File: config.mk
export PLATFORM = sky130hd
export DESIGN_NAME = adc_config_control
export DESIGN_NICKNAME = d
export VERILOG_FILES = /design/src/rtl/adc_pkg.sv /design/src/rtl/adc_config_control.sv
export VERILOG_INCLUDE_DIRS = /design/src /design/src/rtl
export SDC_FILE = /design/constraint.sdc
export NUM_CORES = 1
export LEC_CHECK = 0
export BUFFER_PORTS_ARGS = -buffer_cell sky130_fd_sc_hd__buf_2
export CORE_MARGIN = 2
export CORE_UTILIZATION = 55
export CTS_CLUSTER_DIAMETER = 150
export DETAILED_ROUTE_END_ITERATION = 10
export PLACE_DENSITY = 0.78
export SYNTH_ARGS = -nofsm -noshare
export SYNTH_HDL_FRONTEND = slang
export SYNTH_SLANG_ARGS = --single-unit
File: constraint.sdc
create_clock -name clk_in -period 3.1 [get_ports clk_in]
set_input_delay 0.155 -clock clk_in [delete_from_list [all_inputs] [get_ports clk_in]]
set_output_delay 0.155 -clock clk_in [all_outputs]
set_load 0.01 [all_outputs]
File: src/rtl/adc_cfg.svh
// register offsets, field positions, reset values and timing counts of the converter control
`ifndef ADC_CFG_SVH
`define ADC_CFG_SVH

// register word addresses (consecutive offsets)
`define OFF_CONVERTER_CONFIG   4'h0
`define OFF_TRIGGER_COMPARE    4'h1
`define OFF_CHANNEL_STATUS     4'h2
`define OFF_RESULT_HIGH        4'h3
`define OFF_RESULT_LOW         4'h4
`define OFF_COMPARE_HIGH       4'h5
`define OFF_COMPARE_LOW        4'h6
`define OFF_PIN_CONTROL_FIRST  4'h7
`define OFF_PIN_CONTROL_SECOND 4'h8

// converter_config fields
`define CFG_LOW_POWER_BIT      7
`define CFG_DIV_HI             6
`define CFG_DIV_LO             5
`define CFG_LONG_SAMPLE_BIT    4
`define CFG_MODE_HI            3
`define CFG_MODE_LO            2
`define CFG_CLK_HI             1
`define CFG_CLK_LO             0

// trigger_compare_ctrl fields
`define TC_ACTIVE_BIT          7
`define TC_TRIGGER_BIT         6
`define TC_CMP_EN_BIT          5
`define TC_CMP_GT_BIT          4

// channel_status_ctrl fields
`define CS_COMPLETE_BIT        7
`define CS_IRQ_EN_BIT          6
`define CS_CONT_BIT            5
`define CS_CHAN_HI             4
`define CS_CHAN_LO             0

// encodings
`define MODE_10BIT             2'h2
`define CLKSRC_BUS             2'h0
`define FULL_10BIT             10'h3ff
`define FULL_8BIT              10'h0ff

// reset values
`define RST_CONVERTER_CONFIG   8'h00
`define RST_TRIGGER_COMPARE    8'h00
`define RST_CHANNEL_STATUS     8'h1f

// sampling phase in half conversion-clock cycles: 3.5 and 23.5 cycles
`define SAMPLE_SHORT_HALVES    6'h07
`define SAMPLE_LONG_HALVES     6'h2f
// successive approximation steps per mode
`define STEPS_10BIT            4'ha
`define STEPS_8BIT             4'h8
// clocks from a new trial code until its comparator answer has passed the synchroniser
`define SAR_SETTLE             3'h3

`endif

File: src/rtl/adc_pkg.sv
// types shared by the converter control logic
package adc_pkg;
  typedef enum logic [1:0] {
    ST_IDLE,
    ST_SAMPLE,
    ST_CONVERT,
    ST_FINISH
  } conv_state_t;
endpackage : adc_pkg

File: src/rtl/adc_config_control.sv
// converter control: registers, conversion sequencer, compare, pin gating
`timescale 1ns/1ns
`default_nettype none
`include "adc_cfg.svh"

module adc_config_control
  import adc_pkg::*;
(
  // clock and reset
  input  wire logic        clk_in,
  input  wire logic        rst_n_in,
  // avalon-mm slave
  input  wire logic [3:0]  avs_address_in,
  input  wire logic        avs_read_in,
  input  wire logic        avs_write_in,
  input  wire logic [31:0] avs_writedata_in,
  output logic      [31:0] avs_readdata_out,
  output logic             avs_waitrequest_out,
  // conversion clock sources and hardware trigger (asynchronous)
  input  wire logic        alt_clk_in,
  input  wire logic        async_clk_in,
  input  wire logic        hw_trigger_in,
  // analog front end: comparator answer and reference limits
  input  wire logic        sar_compare_in,
  input  wire logic        above_ref_high_in,
  input  wire logic        below_ref_low_in,
  output logic      [4:0]  channel_out,
  output logic             sample_out,
  output logic      [9:0]  sar_trial_out,
  output logic             low_power_out,
  // interrupt and pin gating
  output logic             irq_out,
  output logic      [15:0] pin_digital_disable_out
);

  ////////////////////////////////////////////////////////////////////////////
  // registers and signals

  logic [7:0]  config_reg;
  logic [4:0]  trig_cmp_reg;     // trigger, cmp_en, cmp_gt in bits 2:0 (register bits 6:4)
  logic [7:0]  chan_reg;
  logic [9:0]  result_reg;
  logic [9:0]  compare_reg;
  logic [15:0] pin_ctrl_reg;
  logic [7:0]  low_shadow_reg;
  logic        locked_reg;
  logic        active_reg;
  conv_state_t state_reg;
  logic [7:0]  div_cnt_reg;
  logic        ck_tick_reg;
  logic [5:0]  sample_cnt_reg;
  logic [3:0]  step_reg;
  logic [2:0]  settle_reg;
  logic [9:0]  sar_reg;
  logic        start_req_reg;
  logic [2:0]  src_meta_reg;
  logic [2:0]  src_sync_reg;
  logic [2:0]  src_prev_reg;
  logic        trg_meta_reg;
  logic        trg_sync_reg;
  logic        trg_prev_reg;
  logic        cmp_meta_reg;
  logic        cmp_sync_reg;
  logic [1:0]  lim_meta_reg;
  logic [1:0]  lim_sync_reg;
  logic        ack_reg;
  logic [31:0] rdata_next;

  // writes act at the acknowledge edge, when the master sees waitrequest low
  wire logic       wr_en   = avs_write_in && ack_reg;
  wire logic       rd_en   = avs_read_in && !ack_reg;
  wire logic [1:0] mode    = config_reg[`CFG_MODE_HI:`CFG_MODE_LO];
  wire logic       is_10b  = (mode == `MODE_10BIT);
  wire logic       cmp_en  = trig_cmp_reg[1];
  wire logic       cmp_gt  = trig_cmp_reg[0];
  wire logic       hw_trig = trig_cmp_reg[2];
  wire logic       sw_start = wr_en && avs_address_in == `OFF_CHANNEL_STATUS && !hw_trig;

  // divider terminal count: 1, 2, 4 or 8 source ticks per conversion clock
  function automatic logic [7:0] div_limit(input logic [1:0] div);
    div_limit = (8'h01 << div) - 8'h01;
  endfunction : div_limit

  ////////////////////////////////////////////////////////////////////////////
  // synchronisers for asynchronous inputs

  always_ff @(posedge clk_in or negedge rst_n_in) begin
    if (!rst_n_in) begin
      src_meta_reg <= 3'h0;
      src_sync_reg <= 3'h0;
      src_prev_reg <= 3'h0;
      trg_meta_reg <= 1'b0;
      trg_sync_reg <= 1'b0;
      trg_prev_reg <= 1'b0;
      cmp_meta_reg <= 1'b0;
      cmp_sync_reg <= 1'b0;
      lim_meta_reg <= 2'h0;
      lim_sync_reg <= 2'h0;
    end else begin
      src_meta_reg <= {async_clk_in, alt_clk_in, 1'b0};
      src_sync_reg <= src_meta_reg;
      src_prev_reg <= src_sync_reg;
      trg_meta_reg <= hw_trigger_in;
      trg_sync_reg <= trg_meta_reg;
      trg_prev_reg <= trg_sync_reg;
      cmp_meta_reg <= sar_compare_in;
      cmp_sync_reg <= cmp_meta_reg;
      lim_meta_reg <= {above_ref_high_in, below_ref_low_in};
      lim_sync_reg <= lim_meta_reg;
    end
  end

  ////////////////////////////////////////////////////////////////////////////
  // conversion clock: source select and divider, one tick per clock period

  logic src_tick;
  always_comb begin
    unique case (config_reg[`CFG_CLK_HI:`CFG_CLK_LO])
      `CLKSRC_BUS: src_tick = 1'b1;
      2'h1:        src_tick = div_cnt_reg[0] == 1'b0 && ck_tick_reg == 1'b0;
      2'h2:        src_tick = src_sync_reg[1] && !src_prev_reg[1];
      2'h3:        src_tick = src_sync_reg[2] && !src_prev_reg[2];
    endcase
  end

  // bus/2 toggles ck_tick_reg and ticks while it and the divider lsb are low; bus ticks every clock, alt and async sources on rising edges
  always_ff @(posedge clk_in or negedge rst_n_in) begin
    if (!rst_n_in) begin
      div_cnt_reg <= 8'h00;
      ck_tick_reg <= 1'b0;
    end else begin
      ck_tick_reg <= 1'b0;
      if (config_reg[`CFG_CLK_HI:`CFG_CLK_LO] == 2'h1) begin
        ck_tick_reg <= !ck_tick_reg;
      end
      if (src_tick) begin
        if (div_cnt_reg >= div_limit(config_reg[`CFG_DIV_HI:`CFG_DIV_LO])) begin
          div_cnt_reg <= 8'h00;
        end else begin
          div_cnt_reg <= div_cnt_reg + 8'h01;
        end
      end
    end
  end

  wire logic ck_en = src_tick &&
                     (div_cnt_reg >= div_limit(config_reg[`CFG_DIV_HI:`CFG_DIV_LO]));

  ////////////////////////////////////////////////////////////////////////////
  // pending hardware trigger edge; software starts go straight to the sequencer

  always_ff @(posedge clk_in or negedge rst_n_in) begin
    if (!rst_n_in) begin
      start_req_reg <= 1'b0;
    end else if (hw_trig && trg_sync_reg && !trg_prev_reg) begin
      start_req_reg <= 1'b1;
    end else if (state_reg == ST_IDLE) begin
      start_req_reg <= 1'b0;
    end
  end

  ////////////////////////////////////////////////////////////////////////////
  // sequencer: sample, successive approximation, finish

  wire logic [9:0] full_scale = is_10b ? `FULL_10BIT : `FULL_8BIT;
  logic [9:0] final_code;
  always_comb begin
    if (lim_sync_reg[1]) begin
      final_code = full_scale;
    end else if (lim_sync_reg[0]) begin
      final_code = 10'h000;
    end else begin
      final_code = sar_reg & full_scale;
    end
  end

  wire logic cmp_hit = cmp_gt ? (final_code >= compare_reg)
                              : (final_code < compare_reg);
  wire logic done_ok = (state_reg == ST_FINISH) && (!cmp_en || cmp_hit);

  always_ff @(posedge clk_in or negedge rst_n_in) begin
    if (!rst_n_in) begin
      state_reg      <= ST_IDLE;
      sample_cnt_reg <= 6'h00;
      step_reg       <= 4'h0;
      sar_reg        <= 10'h000;
      settle_reg     <= 3'h0;
      active_reg     <= 1'b0;
    end else if (sw_start) begin
      // a software start abandons any running conversion and begins afresh
      state_reg      <= ST_SAMPLE;
      sample_cnt_reg <= 6'h00;
      active_reg     <= 1'b1;
    end else begin
      unique case (state_reg)
        ST_IDLE: begin
          if (start_req_reg) begin
            state_reg      <= ST_SAMPLE;
            sample_cnt_reg <= 6'h00;
            active_reg     <= 1'b1;
          end
        end
        ST_SAMPLE: begin
          // two ticks per cycle from zero round the odd half counts up to 4 and 24 whole cycles
          if (ck_en) begin
            sample_cnt_reg <= sample_cnt_reg + 6'h02;
            if (sample_cnt_reg + 6'h02 >= (config_reg[`CFG_LONG_SAMPLE_BIT] ?
                `SAMPLE_LONG_HALVES : `SAMPLE_SHORT_HALVES)) begin
              state_reg <= ST_CONVERT;
              step_reg   <= is_10b ? `STEPS_10BIT : `STEPS_8BIT;
              sar_reg    <= 10'h000;
              settle_reg <= 3'h0;
            end
          end
        end
        ST_CONVERT: begin
          // the comparator answer lags the trial code by the output and sync flops
          if (settle_reg != `SAR_SETTLE) begin
            settle_reg <= settle_reg + 3'h1;
          end else if (ck_en) begin
            if (!cmp_sync_reg) begin
              sar_reg[step_reg - 4'h1] <= 1'b1;
            end
            settle_reg <= 3'h0;
            step_reg <= step_reg - 4'h1;
            if (step_reg == 4'h1) begin
              state_reg <= ST_FINISH;
            end
          end
        end
        ST_FINISH: begin
          // continuous mode goes straight back to sampling unless a hardware trigger is pending
          if (chan_reg[`CS_CONT_BIT] && !start_req_reg) begin
            state_reg      <= ST_SAMPLE;
            sample_cnt_reg <= 6'h00;
          end else begin
            state_reg  <= ST_IDLE;
            active_reg <= 1'b0;
          end
        end
      endcase
    end
  end

  ////////////////////////////////////////////////////////////////////////////
  // result hold: the low byte is frozen by a high-byte read

  always_ff @(posedge clk_in or negedge rst_n_in) begin
    if (!rst_n_in) begin
      result_reg     <= 10'h000;
      locked_reg     <= 1'b0;
      low_shadow_reg <= 8'h00;
    end else begin
      if (done_ok && !locked_reg) begin
        result_reg <= final_code;
      end
      if (rd_en && avs_address_in == `OFF_RESULT_HIGH) begin
        locked_reg     <= 1'b1;
        low_shadow_reg <= result_reg[7:0];
      end else if (rd_en && avs_address_in == `OFF_RESULT_LOW) begin
        locked_reg <= 1'b0;
      end
    end
  end

  ////////////////////////////////////////////////////////////////////////////
  // software registers

  always_ff @(posedge clk_in or negedge rst_n_in) begin
    if (!rst_n_in) begin
      config_reg   <= `RST_CONVERTER_CONFIG;
      trig_cmp_reg <= 5'(`RST_TRIGGER_COMPARE);
      compare_reg  <= 10'h000;
      pin_ctrl_reg <= 16'h0000;
    end else if (wr_en) begin
      unique case (avs_address_in)
        `OFF_CONVERTER_CONFIG:   config_reg        <= avs_writedata_in[7:0];
        `OFF_TRIGGER_COMPARE:    trig_cmp_reg[2:0] <= avs_writedata_in[6:4];
        `OFF_COMPARE_HIGH:       compare_reg[9:8]  <= avs_writedata_in[1:0];
        `OFF_COMPARE_LOW:        compare_reg[7:0]  <= avs_writedata_in[7:0];
        `OFF_PIN_CONTROL_FIRST:  pin_ctrl_reg[7:0] <= avs_writedata_in[7:0];
        `OFF_PIN_CONTROL_SECOND: pin_ctrl_reg[15:8] <= avs_writedata_in[7:0];
        default: ;
      endcase
    end
  end

  // channel register: complete flag set by hardware wins over write clear
  always_ff @(posedge clk_in or negedge rst_n_in) begin
    if (!rst_n_in) begin
      chan_reg <= `RST_CHANNEL_STATUS;
    end else begin
      if (wr_en && avs_address_in == `OFF_CHANNEL_STATUS) begin
        chan_reg[6:0] <= avs_writedata_in[6:0];
        chan_reg[`CS_COMPLETE_BIT] <= 1'b0;
      end
      if (done_ok) begin
        chan_reg[`CS_COMPLETE_BIT] <= 1'b1;
      end else if (rd_en && avs_address_in == `OFF_RESULT_LOW) begin
        chan_reg[`CS_COMPLETE_BIT] <= 1'b0;
      end
    end
  end

  ////////////////////////////////////////////////////////////////////////////
  // bus read mux and single-wait answer

  always_comb begin
    rdata_next = 32'h0000_0000;
    unique case (avs_address_in)
      `OFF_CONVERTER_CONFIG:   rdata_next[7:0] = config_reg;
      `OFF_TRIGGER_COMPARE:    rdata_next[7:0] = {active_reg, trig_cmp_reg[2:0], 4'h0};
      `OFF_CHANNEL_STATUS:     rdata_next[7:0] = chan_reg;
      `OFF_RESULT_HIGH:        rdata_next[7:0] = {6'h00, result_reg[9:8]};
      `OFF_RESULT_LOW:         rdata_next[7:0] = locked_reg ? low_shadow_reg : result_reg[7:0];
      `OFF_COMPARE_HIGH:       rdata_next[7:0] = {6'h00, compare_reg[9:8]};
      `OFF_COMPARE_LOW:        rdata_next[7:0] = compare_reg[7:0];
      `OFF_PIN_CONTROL_FIRST:  rdata_next[7:0] = pin_ctrl_reg[7:0];
      `OFF_PIN_CONTROL_SECOND: rdata_next[7:0] = pin_ctrl_reg[15:8];
      default:                 rdata_next = 32'h0000_0000;
    endcase
  end

  // every access waits one cycle so read data come from a flip-flop
  always_ff @(posedge clk_in or negedge rst_n_in) begin
    if (!rst_n_in) begin
      ack_reg          <= 1'b0;
      avs_readdata_out <= 32'h0000_0000;
    end else begin
      ack_reg <= (avs_read_in || avs_write_in) && !ack_reg;
      if (rd_en) begin
        avs_readdata_out <= rdata_next;
      end
    end
  end

  always_comb avs_waitrequest_out = !ack_reg;

  ////////////////////////////////////////////////////////////////////////////
  // registered outputs to the front end, pins and interrupt

  always_ff @(posedge clk_in or negedge rst_n_in) begin
    if (!rst_n_in) begin
      channel_out             <= 5'h1f;
      sample_out              <= 1'b0;
      sar_trial_out           <= 10'h000;
      low_power_out           <= 1'b0;
      irq_out                 <= 1'b0;
      pin_digital_disable_out <= 16'h0000;
    end else begin
      channel_out             <= chan_reg[`CS_CHAN_HI:`CS_CHAN_LO];
      sample_out              <= (state_reg == ST_SAMPLE);
      sar_trial_out           <= sar_reg | ((state_reg == ST_CONVERT && step_reg != 4'h0) ?
                                 (10'h001 << (step_reg - 4'h1)) : 10'h000);
      low_power_out           <= config_reg[`CFG_LOW_POWER_BIT];
      irq_out                 <= chan_reg[`CS_COMPLETE_BIT] && chan_reg[`CS_IRQ_EN_BIT];
      pin_digital_disable_out <= pin_ctrl_reg;
    end
  end

endmodule : adc_config_control
`default_nettype wire

==> summary.md <==
| Metric | Value |
|---|---|
| Core area | `0.01314 mm²` |
| IO Pins | `113` |
| Seq/Total Area, Yosys | `0.5353` |
| # diodes | `0` |
| Worst hold path depth | `3` |
| Root buf cell | `clkbuf_16` |
| Number of nets at the end of the flow | `775` |
| Share of cells above drive strength 1 | `0.2651` |
| Chip height | `119.7 µm` |
| Worst Path Arrival | `3.12 ns` |
| Unrepaired setup endpoints after global routing | `false` |
| DRT iter0 DRCs | `411` |
| Post-synth top area share | `0.4996` |
| HP Class | `in2reg` |
| Worst R2R Start | `lim_sync_reg[0]` |
| Vias/cell | `5.737` |
| CTS tree | `yes` |
| # DRC | `0` |
| CP max stage cell | `a2111oi_2` |
| Final critical-path required period | `2.808 ns` |
| Final Util | `0.6516` |
| Layout filler cell count | `984` |
| Peak VDD IR | `434.1 µV` |
| Worst slew pin tran | `0.7827 ns` |
| Largest net degree at the start of global routing | `88` |
| Die area | `0.01433 mm²` |
| Relative slew margins | `0.4782` |
| Max Cap Viol | `0` |
| Min-delay src | `avs_writedata_in[3]` |
| Crit path kind | `reg2reg` |
| HPWL Detailed | `10800 µm` |
| P&R area growth vs syn | `16.26%` |
| Initial antenna violation count | `0` |
| Synth Cell Area | `0.007363 mm²` |
| Initial Util | `0.5605` |
| Via count | `5100` |
| Total GRT Usage | `0.2335` |
| Setup TNS | `0 ns` |
| Die X | `119.7 µm` |
| Fmax | `356.1 MHz` |
| Crit path cell chain | `clkinv_1, a21o_1, ha_1, a21oi_1, o21ai_1, a2111oi_2, mux2i_1, nor3_4, buf_4, mux2_1` |
| Clk_skew | `0.007304 ns` |
| Clock Path Buffers | `2` |
| Worst Path Required | `3.41 ns` |
| Final estimated routing congestion in global placement | `0.8947` |
| Post-synthesis cell type count | `77` |
| Core Rows | `42` |
| Syn Inst Count | `620` |
| CTS sink cnt | `157` |
| Worst R2R End | `result_reg[1]` |
| Vias in the first global route | `5196` |
| Period utilization | `0.9060` |
| TritonCTS Buffers | `17` |
| CP max stage delay | `0.42 ns` |
| Post-synth EDFFs | `0` |
| Hold violation total from the final report | `0` |
| Number of H-tree levels | `4` |
| Fin. max-slew vios | `0` |
| Reg clk slew, reported paths | `0.06 ns` |
| PortBufs | `64` |
| Ys flop type | `dfrtp_1` |
| Synth area leader | `dfrtp_1` |
| Finish-stage setup viols | `0` |
| Largest cells by area after synthesis | `dfrtp_1, mux2_2, ha_1` |
| Setup slack, reg-to-reg | `0.29 ns` |
| WL final | `15540 µm` |
| Hold Path End | `compare_reg[3]` |
| Status | `finished clean` |
| FF-to-FF path depth | `10` |
| Post-route ant nets | `0` |
| Critical path fanouts, max | `10` |
| Post-synth ARST share | `1.000` |
| Total grt overflow | `0` |
| Yosys reg bits | `157` |
| Skew-Pair Late Insertion Delay | `0.43 ns` |
| Worst setup SP type | `flop` |
| First-pass GRT wire length | `26080 µm` |
| Critical path capture point type | `flop` |
| Post-CTS setup buffers | `0` |
| Leak pwr | `4.159 nW` |
| First-pass DRT Iterations | `5` |
| Avg Inst Size Synth | `11.88 µm²` |
| Synth warn | `0` |
| DR WL/cell | `17.47 µm` |
| Power per Cell Area | `823.7 mW/mm²` |
[placed cells by master, fill, tap and decap left out, types with 8 or more instances in the layout]
cell type      count
inv_1             28
nand2_1           39
dlygate4sd3_1     10
nor2_1            29
buf_2             63
a21oi_1           21
clkbuf_16         17
conb_1            25
a22o_1            16
mux2i_1           23
nor2b_1            8
mux2_2            53
dfstp_2           10
ha_1              29
nand3_1           13
o21ai_0           25
nand2b_1           8
a21o_1            10
dfrtp_1          147
[through the flow]
| stage | instance area (µm²) | total power, mW | setup WS [ns] | instances | hold slack [ns] |
|---|---|---|---|---|---|
| floorplan | 7450 | 4.233 | 0.5157 | 643 | -0.1406 |
| global placement | 7796 | 4.645 | 0.3499 | 847 | 0.2610 |
| detailed placement | 7796 | 4.756 | 0.3158 | 847 | 0.2646 |
| CTS | 8561 | 7.092 | 0.2846 | 889 | 0.008275 |
| global route | 8561 | 7.465 | 0.03535 | 889 | 0.04811 |
| finish | 8561 | 7.051 | 0.2915 | 889 | 0.01838 |
[timing repair]
item                      CTS  global route
hold buffers               10             0
hold endpoints to repair   83             0
resized for setup           0             0
[kinds of logic after synthesis]
group,synth area share
flops,0.5353
other cells,0.001020
simple gates,0.1055
buf+inv,0.05081
compound gates,0.1300
fa+ha+maj,0.04928
xor+xnor,0.007138
mux,0.1210
[critical path, delay by kind of cell (launching register included)]
kind            cells  cell delay (ns)
compound gates      4             0.92
mux                 2             0.69
buf+inv             2             0.41
flops               1             0.33
fa+ha+maj           1             0.30
simple gates        1             0.05
[worst max-delay path by stage]
stage          slack, ns             from       endpoint  cells past startpoint
2_1_floorplan       0.52  lim_sync_reg[1]  result_reg[2]                      9
3_3_place_gp        0.35  lim_sync_reg[0]  result_reg[1]                     10
3_5_place_dp        0.32  lim_sync_reg[0]  result_reg[1]                     10
4_1_cts             0.28  lim_sync_reg[0]  result_reg[1]                     10
5_1_grt             0.04  lim_sync_reg[0]  result_reg[1]                     10
6_report            0.29  lim_sync_reg[0]  result_reg[1]                     10
[report_power, final]
group / internal (mW) / switching, mW
Combinational: 0.862 / 1.03
Sequential: 2.51 / 0.348
Clock: 1.48 / 0.821
[cell usage after synthesis (3+ instances only)]
| master | instances |
|---|---|
| a211oi_1 | 4 |
| buf_2 | 5 |
| dfstp_2 | 10 |
| nor2b_1 | 8 |
| a31oi_1 | 5 |
| ha_1 | 29 |
| inv_1 | 28 |
| o22ai_1 | 3 |
| a22o_1 | 16 |
| o21a_1 | 3 |
| nand3b_1 | 3 |
| nand3_1 | 13 |
| a221oi_1 | 3 |
| nand2_1 | 39 |
| xnor2_1 | 3 |
| nand4b_1 | 3 |
| a21oi_1 | 21 |
| nand2b_1 | 8 |
| a21o_1 | 10 |
| mux2i_1 | 23 |
| nor3b_1 | 7 |
| dfrtp_1 | 147 |
| o21ai_0 | 25 |
| mux2_2 | 53 |
| and2_1 | 3 |
| and3_1 | 4 |
| clkbuf_1 | 11 |
| buf_4 | 24 |
| nand4_1 | 4 |
| nor3_1 | 6 |
| nor2_1 | 29 |
| a31o_2 | 7 |
| xor2_1 | 3 |
| a41o_1 | 3 |
| o32ai_1 | 3 |
[layout make-up]
class / count / area (µm²) / area share
clock buffers: 20 / 456.7 / 0.05335
repair buffers: 81 / 491.7 / 0.05744
well taps: 176 / 220.2 / 0.02572
flip-flops and latches: 157 / 3941 / 0.4604
multi-input cells: 414 / 3134 / 0.3661
inverters: 29 / 108.9 / 0.01272
clock inverters: 12 / 207.7 / 0.02426
[metal layers]
layer  part of all wire  GRT usage
met1               0.43     0.3078
met2               0.48     0.3686
met3              0.058    0.05513
met4              0.028     0.1074
met5                  0          0
No activity file was read; power rests on OpenSTA's default activity.
